$ cat config.mk
export PLATFORM = sky130hd
export DESIGN_NAME = plci_top
export DESIGN_NICKNAME = d
export VERILOG_FILES = /design/src/plci_pkg.sv /design/src/plci_top.sv /design/src/plci_change_detect.sv
export SDC_FILE = /design/constraint.sdc
export NUM_CORES = 1
export LEC_CHECK = 0
export ABC_AREA = 1
export BUFFER_PORTS_ARGS = -buffer_cell sky130_fd_sc_hd__buf_2
export CELL_PAD_IN_SITES_DETAIL_PLACEMENT = 1
export CELL_PAD_IN_SITES_GLOBAL_PLACEMENT = 1
export CORE_MARGIN = 3
export CORE_UTILIZATION = 43
export CTS_BUF_LIST = sky130_fd_sc_hd__clkbuf_4
export DETAILED_ROUTE_END_ITERATION = 6
export GPL_ROUTABILITY_DRIVEN = 0
export GPL_TIMING_DRIVEN = 0
export PLACE_DENSITY_LB_ADDON = 0.1
export SETUP_SLACK_MARGIN = 0.5
export SLEW_MARGIN = 20
export SYNTH_ARGS = -nofsm -noshare
export SYNTH_HDL_FRONTEND = slang
export SYNTH_HIERARCHICAL = 1
export SYNTH_SLANG_ARGS = --single-unit
export TNS_END_PERCENT = 10
$ cat constraint.sdc
create_clock -name clk -period 2.9 [get_ports clk]
set_input_delay 0.435 -clock clk [delete_from_list [all_inputs] [get_ports clk]]
set_output_delay 0.435 -clock clk [all_outputs]
set_load 0.1 [all_outputs]
$ cat src/plci_pkg.sv
// Shared constants and types for the port latch and change interrupt block.
package plci_pkg;

  // ----------------------------------------------------------------
  // Register offsets
  // ----------------------------------------------------------------
  localparam logic [7:0] PLCI_ADDR_CMP_SEL  = 8'h04;
  localparam logic [7:0] PLCI_ADDR_DEV_CFG  = 8'h05;
  localparam logic [7:0] PLCI_ADDR_FLAG     = 8'h07;
  localparam logic [7:0] PLCI_ADDR_CAPTURE  = 8'h08;
  localparam logic [7:0] PLCI_ADDR_PORT     = 8'h09;
  localparam logic [7:0] PLCI_ADDR_LATCH    = 8'h0A;

  // ----------------------------------------------------------------
  // Field positions and reset values
  // ----------------------------------------------------------------
  localparam int         PLCI_ODR_BIT       = 2;
  localparam int         PLCI_POL_BIT       = 1;
  localparam int         PLCI_WIDTH         = 8;
  localparam logic [7:0] PLCI_RST_BYTE      = 8'h00;
  localparam logic [7:0] PLCI_CFG_MASK      = 8'h06;

  // ----------------------------------------------------------------
  // Types
  // ----------------------------------------------------------------
  typedef struct packed {
    logic open_drain_select;
    logic pol;
  } plci_irq_cfg_t;

  typedef struct packed {
    logic [7:0] dir_in;
    logic [7:0] en;
    logic [7:0] sel;
    logic [7:0] def;
  } plci_chg_cfg_t;

endpackage

$ cat src/plci_top.sv
// Port registers, output latches and interrupt-on-change logic.
`timescale 1ns/1ps
module plci_top
  import plci_pkg::*;
(
  input  wire logic       clk,
  input  wire logic       sys_rst,
  input  wire logic [7:0] reg_addr,
  input  wire logic       reg_wr,
  input  wire logic [7:0] reg_wdata,
  input  wire logic       reg_rd,
  input  wire logic       reg_rd_done,
  output logic      [7:0] reg_rdata,
  input  wire logic [7:0] pin_dir_in,
  input  wire logic [7:0] change_enable_mask,
  input  wire logic [7:0] default_value_register,
  input  wire logic [7:0] pin_in,
  output logic      [7:0] pin_out,
  output logic      [7:0] pin_oe,
  output logic            irq_o,
  output logic            irq_oe
);

  // ----------------------------------------------------------------
  // State
  // ----------------------------------------------------------------
  logic [7:0]    latch_q;
  logic [7:0]    capture_q;
  logic [7:0]    cmp_sel_q;
  plci_irq_cfg_t irq_cfg_q;
  logic [7:0]    flag_q;
  logic [7:0]    flag_d;
  logic          int_q;
  logic          int_d;
  logic [7:0]    rdata_q;
  logic [7:0]    rd_addr_q;
  logic [7:0]    rd_mux;
  logic [7:0]    cond;
  logic [7:0]    cfg_byte;
  plci_chg_cfg_t chg_cfg;

  // ----------------------------------------------------------------
  // Decode
  // ----------------------------------------------------------------
  wire wr_latch  = reg_wr & ((reg_addr == PLCI_ADDR_LATCH) | (reg_addr == PLCI_ADDR_PORT));
  wire wr_cmp    = reg_wr & (reg_addr == PLCI_ADDR_CMP_SEL);
  wire wr_cfg    = reg_wr & (reg_addr == PLCI_ADDR_DEV_CFG);
  wire clr_read  = reg_rd_done &
                   ((rd_addr_q == PLCI_ADDR_CAPTURE) | (rd_addr_q == PLCI_ADDR_PORT));
  wire any_cond  = |cond;
  wire new_event = any_cond & (~int_q | clr_read);

  assign cfg_byte = {5'b0_0000, irq_cfg_q.open_drain_select, irq_cfg_q.pol, 1'b0};
  assign chg_cfg  = '{dir_in: pin_dir_in, en: change_enable_mask,
                      sel: cmp_sel_q, def: default_value_register};

  assign rd_mux = (reg_addr == PLCI_ADDR_PORT)    ? pin_in    :
                  (reg_addr == PLCI_ADDR_LATCH)   ? latch_q   :
                  (reg_addr == PLCI_ADDR_CAPTURE) ? capture_q :
                  (reg_addr == PLCI_ADDR_FLAG)    ? flag_q    :
                  (reg_addr == PLCI_ADDR_CMP_SEL) ? cmp_sel_q :
                  (reg_addr == PLCI_ADDR_DEV_CFG) ? cfg_byte  : PLCI_RST_BYTE;

  plci_change_detect u_detect (
    .clk     (clk),
    .sys_rst (sys_rst),
    .pin_in  (pin_in),
    .cfg     (chg_cfg),
    .cond    (cond)
  );

  // ----------------------------------------------------------------
  // Interrupt state
  // ----------------------------------------------------------------
  // only a delivered read clears; a set in the same cycle wins.
  assign int_d  = new_event | (int_q & ~clr_read);
  // conditions accumulate; default-mode mismatches re-set at once.
  assign flag_d = (flag_q & {8{~clr_read}}) | cond;

  always_ff @(posedge clk or posedge sys_rst) begin
    if (sys_rst) begin
      int_q  <= 1'b0;
      flag_q <= PLCI_RST_BYTE;
    end else begin
      int_q  <= int_d;
      flag_q <= flag_d;
    end
  end

  // capture only on a new event
  always_ff @(posedge clk or posedge sys_rst) begin
    if (sys_rst) begin
      capture_q <= PLCI_RST_BYTE;
    end else if (new_event) begin
      capture_q <= pin_in;
    end
  end

  // ----------------------------------------------------------------
  // Registers written by the host
  // ----------------------------------------------------------------
  // port and latch writes share the latch
  always_ff @(posedge clk or posedge sys_rst) begin
    if (sys_rst) begin
      latch_q <= PLCI_RST_BYTE;
    end else if (wr_latch) begin
      latch_q <= reg_wdata;
    end
  end

  always_ff @(posedge clk or posedge sys_rst) begin
    if (sys_rst) begin
      cmp_sel_q <= PLCI_RST_BYTE;
      irq_cfg_q <= '0;
    end else begin
      if (wr_cmp) begin
        cmp_sel_q <= reg_wdata;
      end
      if (wr_cfg) begin
        irq_cfg_q.open_drain_select <= reg_wdata[PLCI_ODR_BIT];
        irq_cfg_q.pol <= reg_wdata[PLCI_POL_BIT];
      end
    end
  end

  // Read data is held until the next read so the transport may take it late.
  always_ff @(posedge clk or posedge sys_rst) begin
    if (sys_rst) begin
      rdata_q   <= PLCI_RST_BYTE;
      rd_addr_q <= PLCI_RST_BYTE;
    end else if (reg_rd) begin
      rdata_q   <= rd_mux;
      rd_addr_q <= reg_addr;
    end
  end

  // ----------------------------------------------------------------
  // Pins
  // ----------------------------------------------------------------
  assign reg_rdata = rdata_q;
  assign pin_out   = latch_q;
  assign pin_oe    = ~pin_dir_in;
  // open-drain pulls low only; push-pull follows polarity
  assign irq_o     = irq_cfg_q.open_drain_select ? 1'b0 : ~(int_q ^ irq_cfg_q.pol);
  assign irq_oe    = irq_cfg_q.open_drain_select ? int_q : 1'b1;

  // ----------------------------------------------------------------
  // Checks
  // ----------------------------------------------------------------
  property p_capture_on_event;
    @(posedge clk) disable iff (sys_rst)
    (!int_q && any_cond) |=> (capture_q == $past(pin_in)) && int_q;
  endproperty
  a_capture_on_event: assert property (p_capture_on_event)
    else $error("capture not taken on interrupt event");

  property p_capture_holds;
    @(posedge clk) disable iff (sys_rst)
    (int_q && !clr_read) |=> $stable(capture_q);
  endproperty
  a_capture_holds: assert property (p_capture_holds)
    else $error("capture changed while interrupt pending");

  property p_port_read;
    @(posedge clk) disable iff (sys_rst)
    (reg_rd && reg_addr == PLCI_ADDR_PORT) |=> reg_rdata == $past(pin_in);
  endproperty
  a_port_read: assert property (p_port_read)
    else $error("port read did not return pin levels");

  property p_port_write;
    @(posedge clk) disable iff (sys_rst)
    (reg_wr && reg_addr == PLCI_ADDR_PORT) |=> latch_q == $past(reg_wdata);
  endproperty
  a_port_write: assert property (p_port_write)
    else $error("port write did not reach latch");

  property p_latch_read;
    @(posedge clk) disable iff (sys_rst)
    (reg_rd && reg_addr == PLCI_ADDR_LATCH && !reg_wr) |=> reg_rdata == $past(latch_q);
  endproperty
  a_latch_read: assert property (p_latch_read)
    else $error("latch read did not return latch contents");

  property p_latch_drive;
    @(posedge clk) disable iff (sys_rst)
    (reg_wr && reg_addr == PLCI_ADDR_LATCH) |=> pin_out == $past(reg_wdata);
  endproperty
  a_latch_drive: assert property (p_latch_drive)
    else $error("latch write did not drive pins");

  property p_irq_pin;
    @(posedge clk) disable iff (sys_rst)
    (!irq_cfg_q.open_drain_select) |-> (irq_oe && irq_o == (int_q == irq_cfg_q.pol));
  endproperty
  a_irq_pin: assert property (p_irq_pin)
    else $error("push-pull interrupt level wrong");

  property p_outputs_quiet;
    @(posedge clk) disable iff (sys_rst)
    (!int_q && (change_enable_mask & pin_dir_in) == PLCI_RST_BYTE) |=> !int_q;
  endproperty
  a_outputs_quiet: assert property (p_outputs_quiet)
    else $error("interrupt raised with no enabled input");

  property p_clear_on_read;
    @(posedge clk) disable iff (sys_rst)
    (int_q && clr_read && !any_cond) |=> !int_q;
  endproperty
  a_clear_on_read: assert property (p_clear_on_read)
    else $error("delivered read did not clear interrupt");

  property p_write_no_clear;
    @(posedge clk) disable iff (sys_rst)
    (int_q && !clr_read) |=> int_q;
  endproperty
  a_write_no_clear: assert property (p_write_no_clear)
    else $error("interrupt dropped without a delivered read");

  property p_default_persists;
    @(posedge clk) disable iff (sys_rst)
    (int_q && clr_read && (cond & cmp_sel_q) != PLCI_RST_BYTE) |=> int_q;
  endproperty
  a_default_persists: assert property (p_default_persists)
    else $error("default mismatch lost after read");

  property p_flag_tracks;
    @(posedge clk) disable iff (sys_rst)
    any_cond |=> (flag_q & $past(cond)) == $past(cond);
  endproperty
  a_flag_tracks: assert property (p_flag_tracks)
    else $error("flag missing a pin condition");

  property p_open_drain;
    @(posedge clk) disable iff (sys_rst)
    irq_cfg_q.open_drain_select |-> (!irq_o && irq_oe == int_q);
  endproperty
  a_open_drain: assert property (p_open_drain)
    else $error("open-drain interrupt drive wrong");

  property p_no_recapture;
    @(posedge clk) disable iff (sys_rst)
    (int_q && !clr_read && any_cond) |=> int_q && $stable(capture_q);
  endproperty
  a_no_recapture: assert property (p_no_recapture)
    else $error("later change restarted interrupt or recaptured port");

  property p_prev_toggle;
    @(posedge clk) disable iff (sys_rst)
    (!int_q && !$past(sys_rst) &&
     ((pin_in ^ $past(pin_in)) & change_enable_mask & pin_dir_in & ~cmp_sel_q)
       != PLCI_RST_BYTE) |=> int_q;
  endproperty
  a_prev_toggle: assert property (p_prev_toggle)
    else $error("previous-value toggle did not interrupt");

  property p_prev_settles;
    @(posedge clk) disable iff (sys_rst)
    (!int_q && !$past(sys_rst) && cmp_sel_q == PLCI_RST_BYTE && pin_in == $past(pin_in))
    |=> !int_q;
  endproperty
  a_prev_settles: assert property (p_prev_settles)
    else $error("steady pins interrupted in previous-value mode");

  property p_default_mismatch;
    @(posedge clk) disable iff (sys_rst)
    (!int_q && !$past(sys_rst) &&
     ((pin_in ^ default_value_register) & change_enable_mask & pin_dir_in & cmp_sel_q)
       != PLCI_RST_BYTE) |=> int_q;
  endproperty
  a_default_mismatch: assert property (p_default_mismatch)
    else $error("default mismatch did not interrupt");

  property p_mode_select;
    @(posedge clk) disable iff (sys_rst)
    (!int_q &&
     ((pin_in ^ default_value_register) & change_enable_mask & pin_dir_in & cmp_sel_q)
       == PLCI_RST_BYTE &&
     ((pin_in ^ $past(pin_in)) & change_enable_mask & pin_dir_in & ~cmp_sel_q)
       == PLCI_RST_BYTE) |=> !int_q;
  endproperty
  a_mode_select: assert property (p_mode_select)
    else $error("interrupt raised with no condition in the selected mode");

  property p_clear_waits;
    @(posedge clk) disable iff (sys_rst)
    (int_q && !clr_read && reg_rd &&
     (reg_addr == PLCI_ADDR_CAPTURE || reg_addr == PLCI_ADDR_PORT)) |=> int_q;
  endproperty
  a_clear_waits: assert property (p_clear_waits)
    else $error("interrupt cleared before the read byte was delivered");

endmodule

$ cat src/plci_change_detect.sv
// Per-pin change detection against the previous level or a default value.
`timescale 1ns/1ps
module plci_change_detect
  import plci_pkg::*;
(
  input  wire logic          clk,
  input  wire logic          sys_rst,
  input  wire logic [7:0]    pin_in,
  input  wire plci_chg_cfg_t cfg,
  output logic      [7:0]    cond
);

  logic [7:0] ref_q;
  logic       primed_q;

  // The reference is meaningless before the first sampled level, so
  // detection waits one cycle after reset to avoid a false event.
  always_ff @(posedge clk or posedge sys_rst) begin
    if (sys_rst) begin
      primed_q <= 1'b0;
    end else begin
      primed_q <= 1'b1;
    end
  end

  // ----------------------------------------------------------------
  // Per-pin comparison
  // ----------------------------------------------------------------
  genvar i;
  for (i = 0; i < PLCI_WIDTH; i++) begin : g_pin
    always_ff @(posedge clk or posedge sys_rst) begin
      if (sys_rst) begin
        ref_q[i] <= 1'b0;
      end else begin
        ref_q[i] <= pin_in[i];
      end
    end
    assign cond[i] = primed_q & cfg.en[i] & cfg.dir_in[i] &
                     (cfg.sel[i] ? (pin_in[i] ^ cfg.def[i]) : (pin_in[i] ^ ref_q[i]));
  end

endmodule

**Word-level counts from Yosys, hierarchy flattened**

Cells that the tools add are included.

- Flip-flop bits (word level): 60
- Output and inout port bits: 26

- Reductions and logical operators: 1
- Equal/unequal tests: 8
- Mux-type cells: 16
- Bitwise gates (word level): 57

Operators with widths:

| operator | count |
|---|---|
| 8-bit by 4-bit == test with 1-bit output, second input constant | 5 |
| 8-bit 2-to-1 mux | 5 |
| 1-bit bitwise AND | 30 |
| 8-bit by 3-bit == test with 1-bit output, second input constant | 3 |
| 1-bit bitwise XOR | 17 |
| 1-bit 2-to-1 mux | 10 |
| 8-bit bitwise AND | 1 |
| 8-bit NOT | 1 |
| 8-bit bitwise OR | 1 |
| 8-bit OR reduction | 1 |
| 1-bit bitwise OR | 4 |
| 3-bit 2-to-1 mux | 1 |
| 1-bit NOT | 3 |

**Longest topological paths before layout**

Gate-level depths: netlist of run 1.

- Depth in word-level cells: 7
- Gate-level depth with buffers: 12
- Mapped depth without buffers: 12

**Modules after synthesis**

Netlist of run 1, hierarchy kept.

By module, submodules not included:

| module | cells an instance | seq. area each (um^2) | times used | area each (um^2) |
|---|---|---|---|---|
| plci_top | 321 | 1,251.2 | 1 | 2,588.7 |
| plci_change_detect | 91 | 225.2 | 1 | 575.6 |

**Worst setup path after synthesis of run 1**

No wires, ideal clock.

- Kind: reg-to-output
- Start point: reg irq_cfg_q, in the netlist cfg_byte[1]
- End point: out irq_o
- Required time: 2,465 ps
- Buffers on the path: 0
- Arrival time: 1,794 ps
- Cell stages (with the launch flop): 3
- Setup slack: 671 ps
- Cells stage by stage: dfrtp_1 > xor2_1 > nor2_1

- Word-level cells in the longest chain between the ends: 3

Ends and longest elaborated chain:

| item | line | source |
|---|---|---|
| from (decl) | plci_top.sv:30 | `plci_irq_cfg_t irq_cfg_q;` |
| 1-bit bitwise XOR | plci_top.sv:144 | `assign irq_o = irq_cfg_q.open_drain_select ? 1'b0 : ~(int_q ^ irq_cfg_q.pol);` |
| 1-bit NOT | plci_top.sv:144 |  |
| 1-bit 2-to-1 mux | plci_top.sv:144 |  |
| to (decl) | plci_top.sv:20 | `output logic irq_o,` |

No other way between the ends.

**Worst setup path after layout of run 1**

Ends and elaborated chain as after synthesis.

==> results of run 1 <==
==> through the flow <==
stage               cells  util, %
global route          602     54.3
CTS                   602     54.3
detailed placement    587     52.9
global placement      586     52.6
finish                602     54.3
floorplan             412        -
==> cell type report <==
cell class	instances	area (um2)
Buffer	7	68.8
Clock buffer	10	75.1
Clock inverter	5	21.3
Fill cell	960	3190
Inverter	79	299
Multi-Input combinational cell	267	1320
Sequential cell	59	1480
Tap cell	96	120
Timing Repair Buffer	79	410
==> path summary, 6_finish.rpt <==
path | end
setup / recovery | irq_o
hold / removal | rd_addr_q[4]
setup reg to reg | capture_q[1]
hold reg to reg | capture_q[3]
max in group asynchronous | cfg_byte[2]
min in group clk | u_detect/ref_q[3]
==> logic make-up after synthesis <==
family / count (synthesis)
DFF: 59
buffers and inverters: 86
other: 1
and+or+nand+nor: 217
xor gates and xnor gates: 1
AOI/OAI and AO/OA: 48
==> flip-flops by register name (all words and copies together) (netlist names) <==
name	flops
capture_q	8
cmp_sel_q	8
flag_q	8
pin_out	8
reg_rdata	8
u_detect/ref_q	8
rd_addr_q	7
cfg_byte	2
int_q	1
u_detect/primed_q	1
==> layer usage <==
layer / wire [um] / share of wire, %
met5: 0 / 0
met4: 171 / 1.9
met3: 345 / 3.8
met2: 4660 / 52
met1: 3780 / 42
==> layout by cell type (no fill, tap or decap), types with 4 or more instances in the layout <==
master / instances
nor2_1: 35
nor2_2: 4
nand3_1: 37
o21ai_2: 10
buf_2: 78
nor3_1: 5
or2_0: 4
dfrtp_1: 59
clkbuf_4: 10
nand2_1: 105
o21ai_0: 12
and3_1: 8
nand4_1: 7
o21ai_1: 8
inv_1: 75
nand2_2: 5
a21oi_1: 10
==> power by group through the flow <==
stage	combinational (mW)	clock [mW]	sequential, mW
6_report	0.466	0.470	1.00
4_1_cts	0.472	0.484	1.00
3_3_place_gp	0.449	0	1.02
2_1_floorplan	0.230	0	1.11
5_1_grt	0.516	0.519	1.02
3_5_place_dp	0.471	0	1.02
==> results_dict.tcl, run 1 <==
set metrics [dict create \
    place_ws_ns 0.904 \
    postSynthAreaPerCell_um2 7.68 \
    avgViaCountPerCell 5.00 \
    p_leak_nw 2.08 \
    synth_top_flop_cell "dfrtp_1" \
    synth_xor_area_share_pct 0.277 \
    power_density_nw_per_um2 511 \
    crit_slowest_cell "dfrtp_1" \
    hold_buffers 0 \
    grt.met3_usage_pct 3.12 \
    drv_slew 0 \
    whs_ns 0.0114 \
    worst-path-buf-inv 1 \
    clock_sinks 59 \
    postCtsSetupBuffers 0 \
    route.detailed.drc 0 \
    startpoint "cfg_byte[1]" \
    grtUsageMet2_pct 41.1 \
    fp.dieH_um 91.8 \
    layout-drive-gt1-share_pct 25.5 \
    placed_area_um2 3690 \
    wl_um 8970 \
    min_period_ns 1.96 \
    grt_use_met1_pct 26.2 \
    internal_power_mw 1.23 \
    p_sw_share_pct 36.8 \
    fin_skew_ns 0.0117 \
    synth_compound_area_share_pct 9.96 \
    synth.distinct_cells 31 \
    yosysWarnings 6 \
    grt_usage_pct 22.2 \
    period_share_pct 67.5 \
    total_power_mw 1.94 \
    h-tree-depth 3 \
    busiest_layer "met2" \
    ys_ff_latch 59 \
    ys_top_cells_by_area "dfrtp_1, nand2_1, inv_1" \
    cts-buffers-inserted 9 \
    worstSetupPathDepth 3 \
    layout_setup_ws_ns 0.942 \
    netlist.area_leader.share_pct 46.7 \
    grt_max_degree 35 \
    worstPathArrival_ns 1.52 \
    boundaryPins 79 \
    crit_type "reg2out" \
    ant_nets 0 \
    synth_nets 465 \
    dieArea_um2 8420 \
    antennaDiodeCount 0 \
    rows 30 \
    grt_setup_unrepaired "false" \
    drt-initial-drc-count 114 \
    synthMuxAreaShare_pct 0 \
    nNetsFinal 555 \
    fp.dieW_um 91.8 \
    cp-end-kind "output pin" \
    portBuffers 78 \
    fin_area_um2 3790 \
    power.switching_mw 0.713 \
    vias 3012 \
    wl_per_cell_um 14.9 \
    power_frac_clock_pct 24.3 \
    crit_fanout 3 \
    r2r_start "cmp_sel_q[1]" \
    clkLatencyLatePin_ns 0.41 \
    start_kind "flip-flop" \
    max-cap-violations 0 \
    dr.pass1.iters 4 \
    cts-root-buf "clkbuf_4" \
    worst-r2r-setup-slack_ns 0.94 \
    cts_resized 0 \
    path_cells "xor2_1 > nor2_1 > buf_2" \
    grt_pass1_wl_um 14700 \
    p_seq_share_pct 51.7 \
    p_comb_share_pct 24.1 \
    yosysMostFrequentCell "nand2_1" \
    cts_tree "done" \
    outcome "finished, final reports clean" \
    synth_cells 412 \
    slowest_delay_ns 0.44 \
    yosysSeqAreaShare_pct 46.7 \
    critPathRequiredTime_ns 2.47 \
    clk_pin_slew_worst_paths_ns 0.10 \
    synth_edf_count 0 \
    synth_fa_ha_area_share_pct 0 \
    ys_async_sr_fraction_pct 100 \
    antenna_found_initial 0 \
    finalHoldViolations 0 \
    place_hpwl_um 7300 \
    yosys.area.top_type "dfrtp_1" \
    max_freq_ghz 0.511 \
    synth_common_cells "nand2_1, inv_1, dfrtp_1" \
    coreArea_um2 6980 \
    critical_path.top_delay_family "flip-flops" \
    setup_violations 0 \
    synth_top_family_by_area "simple AND/OR/NAND/NOR gates" \
    rr_worst_depth 11 \
    synthSimpleGateAreaFrac_pct 31.4 \
    start_util_pct 45.3 \
    grt-ovfl-total 0 \
    area_growth_pct 19.8 \
    min_path_type "in2async" \
    final.setup.tns_ns 0 \
    clk_path_buf_depth 2 \
    vdd_drop_max_mv 0.351 \
    grt_pass1_vias 3155 \
    synth_area_um2 3160 \
]
Power figures use the tool's default switching activity.
==> run 2, diff against run 1 <==
--- a/config.mk
+++ b/config.mk
@@ -5,12 +5,12 @@
 export SDC_FILE = /design/constraint.sdc
 export NUM_CORES = 1
 export LEC_CHECK = 0
-export ABC_AREA = 1
+export ABC_AREA = 0
 export BUFFER_PORTS_ARGS = -buffer_cell sky130_fd_sc_hd__buf_2
 export CELL_PAD_IN_SITES_DETAIL_PLACEMENT = 1
 export CELL_PAD_IN_SITES_GLOBAL_PLACEMENT = 1
 export CORE_MARGIN = 3
-export CORE_UTILIZATION = 43
+export CORE_UTILIZATION = 39
 export CTS_BUF_LIST = sky130_fd_sc_hd__clkbuf_4
 export DETAILED_ROUTE_END_ITERATION = 6
 export GPL_ROUTABILITY_DRIVEN = 0
==> constraint.sdc (replaced) <==
create_clock -name clk -period 1.7 [get_ports clk]
set_input_delay 0.255 -clock clk [delete_from_list [all_inputs] [get_ports clk]]
set_output_delay 0.255 -clock clk [all_outputs]
set_load 0.1 [all_outputs]
==> results_dict.tcl, run 2 <==
set metrics [dict create \
    outcome "complete, but fails checks" \
    violations "negative setup slack" \
    synth_top_flop_cell "dfrtp_1" \
    antenna_found_initial 0 \
    antennaDiodeCount 0 \
    fin_skew_ns 0.0169 \
    yosysMostFrequentCell "dfrtp_1" \
    grt_pass1_wl_um 12700 \
    synthSimpleGateAreaFrac_pct 12.5 \
    synth_common_cells "dfrtp_1, mux2_2, mux2i_1" \
    power_density_nw_per_um2 841 \
    grt_max_degree 51 \
    cts-buffers-inserted 9 \
    ys_ff_latch 59 \
    layout_setup_ws_ns -0.535 \
    period_share_pct 131 \
    vias 2326 \
    critical_path.top_delay_family "simple AND/OR/NAND/NOR gates" \
    ant_nets 0 \
    crit_slowest_cell "or4_4" \
    setup_violations 8 \
    drv_slew 0 \
    vdd_drop_max_mv 0.457 \
    portBuffers 76 \
    nNetsFinal 390 \
    critPathRequiredTime_ns 1.98 \
    min_path_type "in2reg" \
    worstPathArrival_ns 2.51 \
    synth_xor_area_share_pct 0.295 \
    clkLatencyLatePin_ns 0.40 \
    ys_top_cells_by_area "dfrtp_1, mux2_2, mux2i_1" \
    synth_edf_count 0 \
    yosys.area.top_type "dfrtp_1" \
    grt_pass1_vias 2448 \
    route.detailed.drc 0 \
    yosysWarnings 6 \
    synth_area_um2 2970 \
    fp.dieW_um 93.3 \
    drt-initial-drc-count 79 \
    worst-path-buf-inv 3 \
    h-tree-depth 3 \
    boundaryPins 79 \
    worst_pin_slew_ns 0.632 \
    synth_compound_area_share_pct 11.5 \
    p_leak_nw 1.95 \
    layout-drive-gt1-share_pct 47.2 \
    crit_fanout 8 \
    grt-ovfl-total 0 \
    max-cap-violations 0 \
    wl_per_cell_um 19.2 \
    total_power_mw 3.50 \
    clock_sinks 59 \
    synth_cells 241 \
    start_kind "flip-flop" \
    synth.distinct_cells 38 \
    slowest_delay_ns 0.54 \
    most-common-layout-cells "buf_2, dfrtp_1, mux2_4" \
    postSynthAreaPerCell_um2 12.3 \
    path_cells "buf_6 > buf_4 > nand4b_1 > mux2i_1 > or4_4 > nor2_4 > a21o_1 > buf_8 > mux2_4" \
    dieArea_um2 8700 \
    synth_nets 294 \
    start_util_pct 40.5 \
    cts-root-buf "clkbuf_4" \
    final_common_cell "buf_2" \
    coreArea_um2 7330 \
    synthMuxAreaShare_pct 21.6 \
    min_period_ns 2.24 \
    fp.dieH_um 93.3 \
    ys_async_sr_fraction_pct 100 \
    synth_fa_ha_area_share_pct 0 \
    area_growth_pct 40.2 \
    grt_usage_pct 19.6 \
    place_hpwl_um 5820 \
    place_ws_ns -0.624 \
    avgViaCountPerCell 5.29 \
    final.setup.tns_ns -4.20 \
    dr.pass1.iters 4 \
    finalHoldViolations 0 \
    synth_top_family_by_area "multiplexers" \
    final.fill_count 751 \
    clk_path_buf_depth 2 \
    clk_pin_slew_worst_paths_ns 0.09 \
    grt_setup_unrepaired "true" \
    wl_um 8450 \
    cp-end-kind "flip-flop" \
    crit_type "reg2reg" \
    rows 31 \
    max_freq_ghz 0.447 \
    max_slew_margin_pct 57.9 \
    yosysSeqAreaShare_pct 49.7 \
    whs_ns 0.0275 \
    netlist.area_leader.share_pct 49.7 \
    cts_tree "done" \
]
==> run 2: cell count changes after synthesis, sizes merged, moves of 30 or more <==
cell,before,now
o21ai,30,0
nor2,42,11
nand2,110,5
inv,79,10
mux2,0,33
nand3,40,3
==> run 2: worst reg2reg max path, cell delays in order, from the launching register on <==
cell and delay (ns):
dfrtp_1 0.38, buf_6 0.14, buf_4 0.14, nand4b_1 0.08, mux2i_1 0.10, or4_4 0.54
nor2_4 0.13, a21o_1 0.12, buf_8 0.17, mux2_4 0.31
==> run 2: logic make-up (layout without fill, tap and decap cells) <==
group | Yosys count | after routing
AOI/OAI and AO/OA | 44 | 44
muxes | 57 | 57
DFF | 59 | 59
other | 1 | 1
xor gates and xnor gates | 1 | 1
buffers and inverters | 23 | 123
and+or+nand+nor | 56 | 56
==> run 2: cell type report <==
cell class / count / area [um2] / share of cell area (%)
Clock buffer: 10 / 75.1 / 1.80
Tap cell: 99 / 124 / 2.97
Clock inverter: 5 / 21.3 / 0.511
Sequential cell: 59 / 1480 / 35.6
Timing Repair Buffer: 85 / 767 / 18.4
Multi-Input combinational cell: 159 / 1550 / 37.2
Inverter: 10 / 40.0 / 0.962
Buffer: 13 / 105 / 2.52
==> run 2: stage by stage <==
stage	utilization, %	area (um2)	cells
after floorplan	-	2980	241
after global placement	47.5	3480	416
after detailed placement	47.5	3480	416
after CTS	52.4	3840	439
after global routing	56.8	4160	440
final	56.8	4160	440
==> run 2: worst paths after layout <==
kind	startpoint	slack, ns	cells after the start	to
setup / recovery	u_detect/primed_q	-0.54	9	capture_q[5]
hold / removal	pin_in[0]	0.03	1	u_detect/ref_q[0]
setup reg to reg	u_detect/primed_q	-0.54	9	capture_q[5]
hold reg to reg	flag_q[0]	0.49	1	flag_q[0]
max in group asynchronous	sys_rst	0.74	3	pin_out[1]
min in group asynchronous	sys_rst	0.44	3	u_detect/ref_q[5]
==> run 2: per-layer routing <==
metal | share of wire [%] | track usage (%)
met3 | 5.5 | 4.83
met2 | 50 | 32.1
met1 | 44 | 25.8
met4 | 1.1 | 5.49
met5 | 0 | 0
==> run 2: timing repair <==
item                       in CTS  in global routing
buffers inserted                5                  1
resized for setup              45                 98
hold endpoints to repair       60                  0
hold buffers                    2                  0
setup endpoints to repair      61                 61
pin swaps                      13                 15
cloned                          1                  0
==> run 2: report_power, final <==
part | switching, mW | internal, mW
Sequential | 0.130 | 1.57
Combinational | 0.562 | 0.463
Clock | 0.486 | 0.290
Total | 1.18 | 2.33
==> run 3, diff against run 2 <==
--- a/config.mk
+++ b/config.mk
@@ -15,6 +15,7 @@
 export DETAILED_ROUTE_END_ITERATION = 6
 export GPL_ROUTABILITY_DRIVEN = 0
 export GPL_TIMING_DRIVEN = 0
+export HOLD_SLACK_MARGIN = 0.15
 export PLACE_DENSITY_LB_ADDON = 0.1
 export SETUP_SLACK_MARGIN = 0.5
 export SLEW_MARGIN = 20
==> results_dict.tcl, run 3 (synthesis results as in run 2) <==
set metrics [dict create \
    vdd_drop_max_mv 0.450 \
    fp.dieW_um 93.3 \
    r2r_start "u_detect/primed_q" \
    grt_max_degree 51 \
    start_kind "flip-flop" \
    cp-end-kind "flip-flop" \
    ant_nets 0 \
    clk_pin_slew_worst_paths_ns 0.09 \
    power_density_nw_per_um2 817 \
    cts-root-buf "clkbuf_4" \
    max_freq_ghz 0.449 \
    cts-buffers-inserted 9 \
    most-common-layout-cells "buf_2, dfrtp_1, mux2_4" \
    clkLatencyLatePin_ns 0.40 \
    grt_setup_unrepaired "true" \
    grt_usage_pct 20.7 \
    grt_pass1_wl_um 13400 \
    antennaDiodeCount 0 \
    crit_type "reg2reg" \
    place_hpwl_um 5820 \
    wl_um 8970 \
    place_ws_ns -0.624 \
    clk_path_buf_depth 2 \
    whs_path_depth 4 \
    portBuffers 76 \
    multi_input_area_um2 1550 \
    worst-r2r-setup-slack_ns -0.53 \
    max-cap-violations 0 \
    wl_per_cell_um 19.5 \
    worst_pin_slew_ns 0.628 \
    dr.pass1.iters 4 \
    ff_latch_area_um2 1480 \
    nNetsFinal 409 \
    instances_no_fill 459 \
    boundaryPins 79 \
    finalHoldViolations 0 \
    p_leak_nw 2.03 \
    whs_ns 0.184 \
    rr_endpoint "capture_q[5]" \
    fin_skew_ns 0.0146 \
    fp.dieH_um 93.3 \
    drv_slew 0 \
    placed_cells 416 \
    max_slew_margin_pct 58.1 \
    worstPathArrival_ns 2.51 \
    grt_pass1_vias 2602 \
    crit_fanout 8 \
    avgViaCountPerCell 5.24 \
    min_period_ns 2.23 \
    grt-ovfl-total 0 \
    clock_sinks 59 \
    min_path_type "in2reg" \
    final.fill_count 756 \
    drt-initial-drc-count 83 \
    outcome "complete, but fails checks" \
    route.detailed.drc 0 \
    layout_setup_ws_ns -0.526 \
    start_util_pct 40.5 \
    coreArea_um2 7330 \
    rr_worst_depth 9 \
    area_growth_pct 46.5 \
    period_share_pct 131 \
    layout-drive-gt1-share_pct 44.7 \
    min_delay_worst_endpoint "reg_rdata[1]" \
    setup_violations 8 \
    h-tree-depth 3 \
    hp-start "reg_addr[7]" \
    violations "negative setup slack" \
    vias 2405 \
    critPathRequiredTime_ns 1.98 \
    antenna_found_initial 0 \
    cts_tree "done" \
    rows 31 \
    dieArea_um2 8700 \
    final_common_cell "buf_2" \
]
## run 3: worst max-delay path: stages, from the launching register on
cell and delay (ns):
dfrtp_1 0.38, buf_6 0.14, buf_4 0.14, nand4b_1 0.08, mux2i_1 0.11, or4_4 0.54, nor2_4 0.13, a21o_1 0.12
buf_8 0.16, mux2_4 0.31
## run 3: routing by layer
layer  up-vias  share of wire (%)  global-route usage (%)
li1       1126                  -                       -
met1      1203                 45                    27.0
met2        62                 49                    34.1
met3        14                4.6                    4.83
met4         0                1.5                    6.47
met5         -                  0                       0
## run 3: worst max path at each step
| stage | start | end | slack [ns] | cells past startpoint |
|---|---|---|---|---|
| floorplan | u_detect/primed_q | capture_q[0] | -0.34 | 9 |
| global placement | u_detect/primed_q | capture_q[5] | -0.60 | 9 |
| detailed placement | u_detect/primed_q | capture_q[0] | -0.62 | 9 |
| CTS | u_detect/primed_q | capture_q[5] | -0.53 | 9 |
| global route | u_detect/primed_q | capture_q[5] | -0.63 | 9 |
| finish | u_detect/primed_q | capture_q[5] | -0.53 | 9 |
## run 3: what timing repair did
item | CTS | global route
endpoints found under the setup margin | 61 | 61
hold buffers | 21 | 0
gates resized for setup | 45 | 97
hold endpoints to repair | 97 | 0
setup buffers | 5 | 1
pin swaps | 13 | 16
cloned | 1 | 0
## run 3: per-stage QoR
step / power (mW) / cell area [um2] / utilization, % / setup TNS (ns)
finish: 3.55 / 4350 / 59.3 / -4.14
global route: 3.74 / 4350 / 59.3 / -4.98
CTS: 3.46 / 4030 / 55.0 / -4.17
detailed placement: 2.56 / 3480 / 47.5 / -7.20
global placement: 2.54 / 3480 / 47.5 / -34.30
floorplan: 2.33 / 2980 / - / -2.71
## run 3: cell type report
cell class | count | area share (%)
Timing Repair Buffer | 104 | 21.9
Inverter | 10 | 0.920
Buffer | 13 | 2.42
Multi-Input combinational cell | 159 | 35.6
Clock inverter | 5 | 0.489
Sequential cell | 59 | 34.1
Tap cell | 99 | 2.85
Clock buffer | 10 | 1.73
## run 3: report_power, final
part           internal (mW)  total (mW)  switching (mW)
registers               1.57        1.70           0.132
logic                  0.491        1.07           0.574
clock network          0.290       0.783           0.493
total                   2.35        3.55            1.20
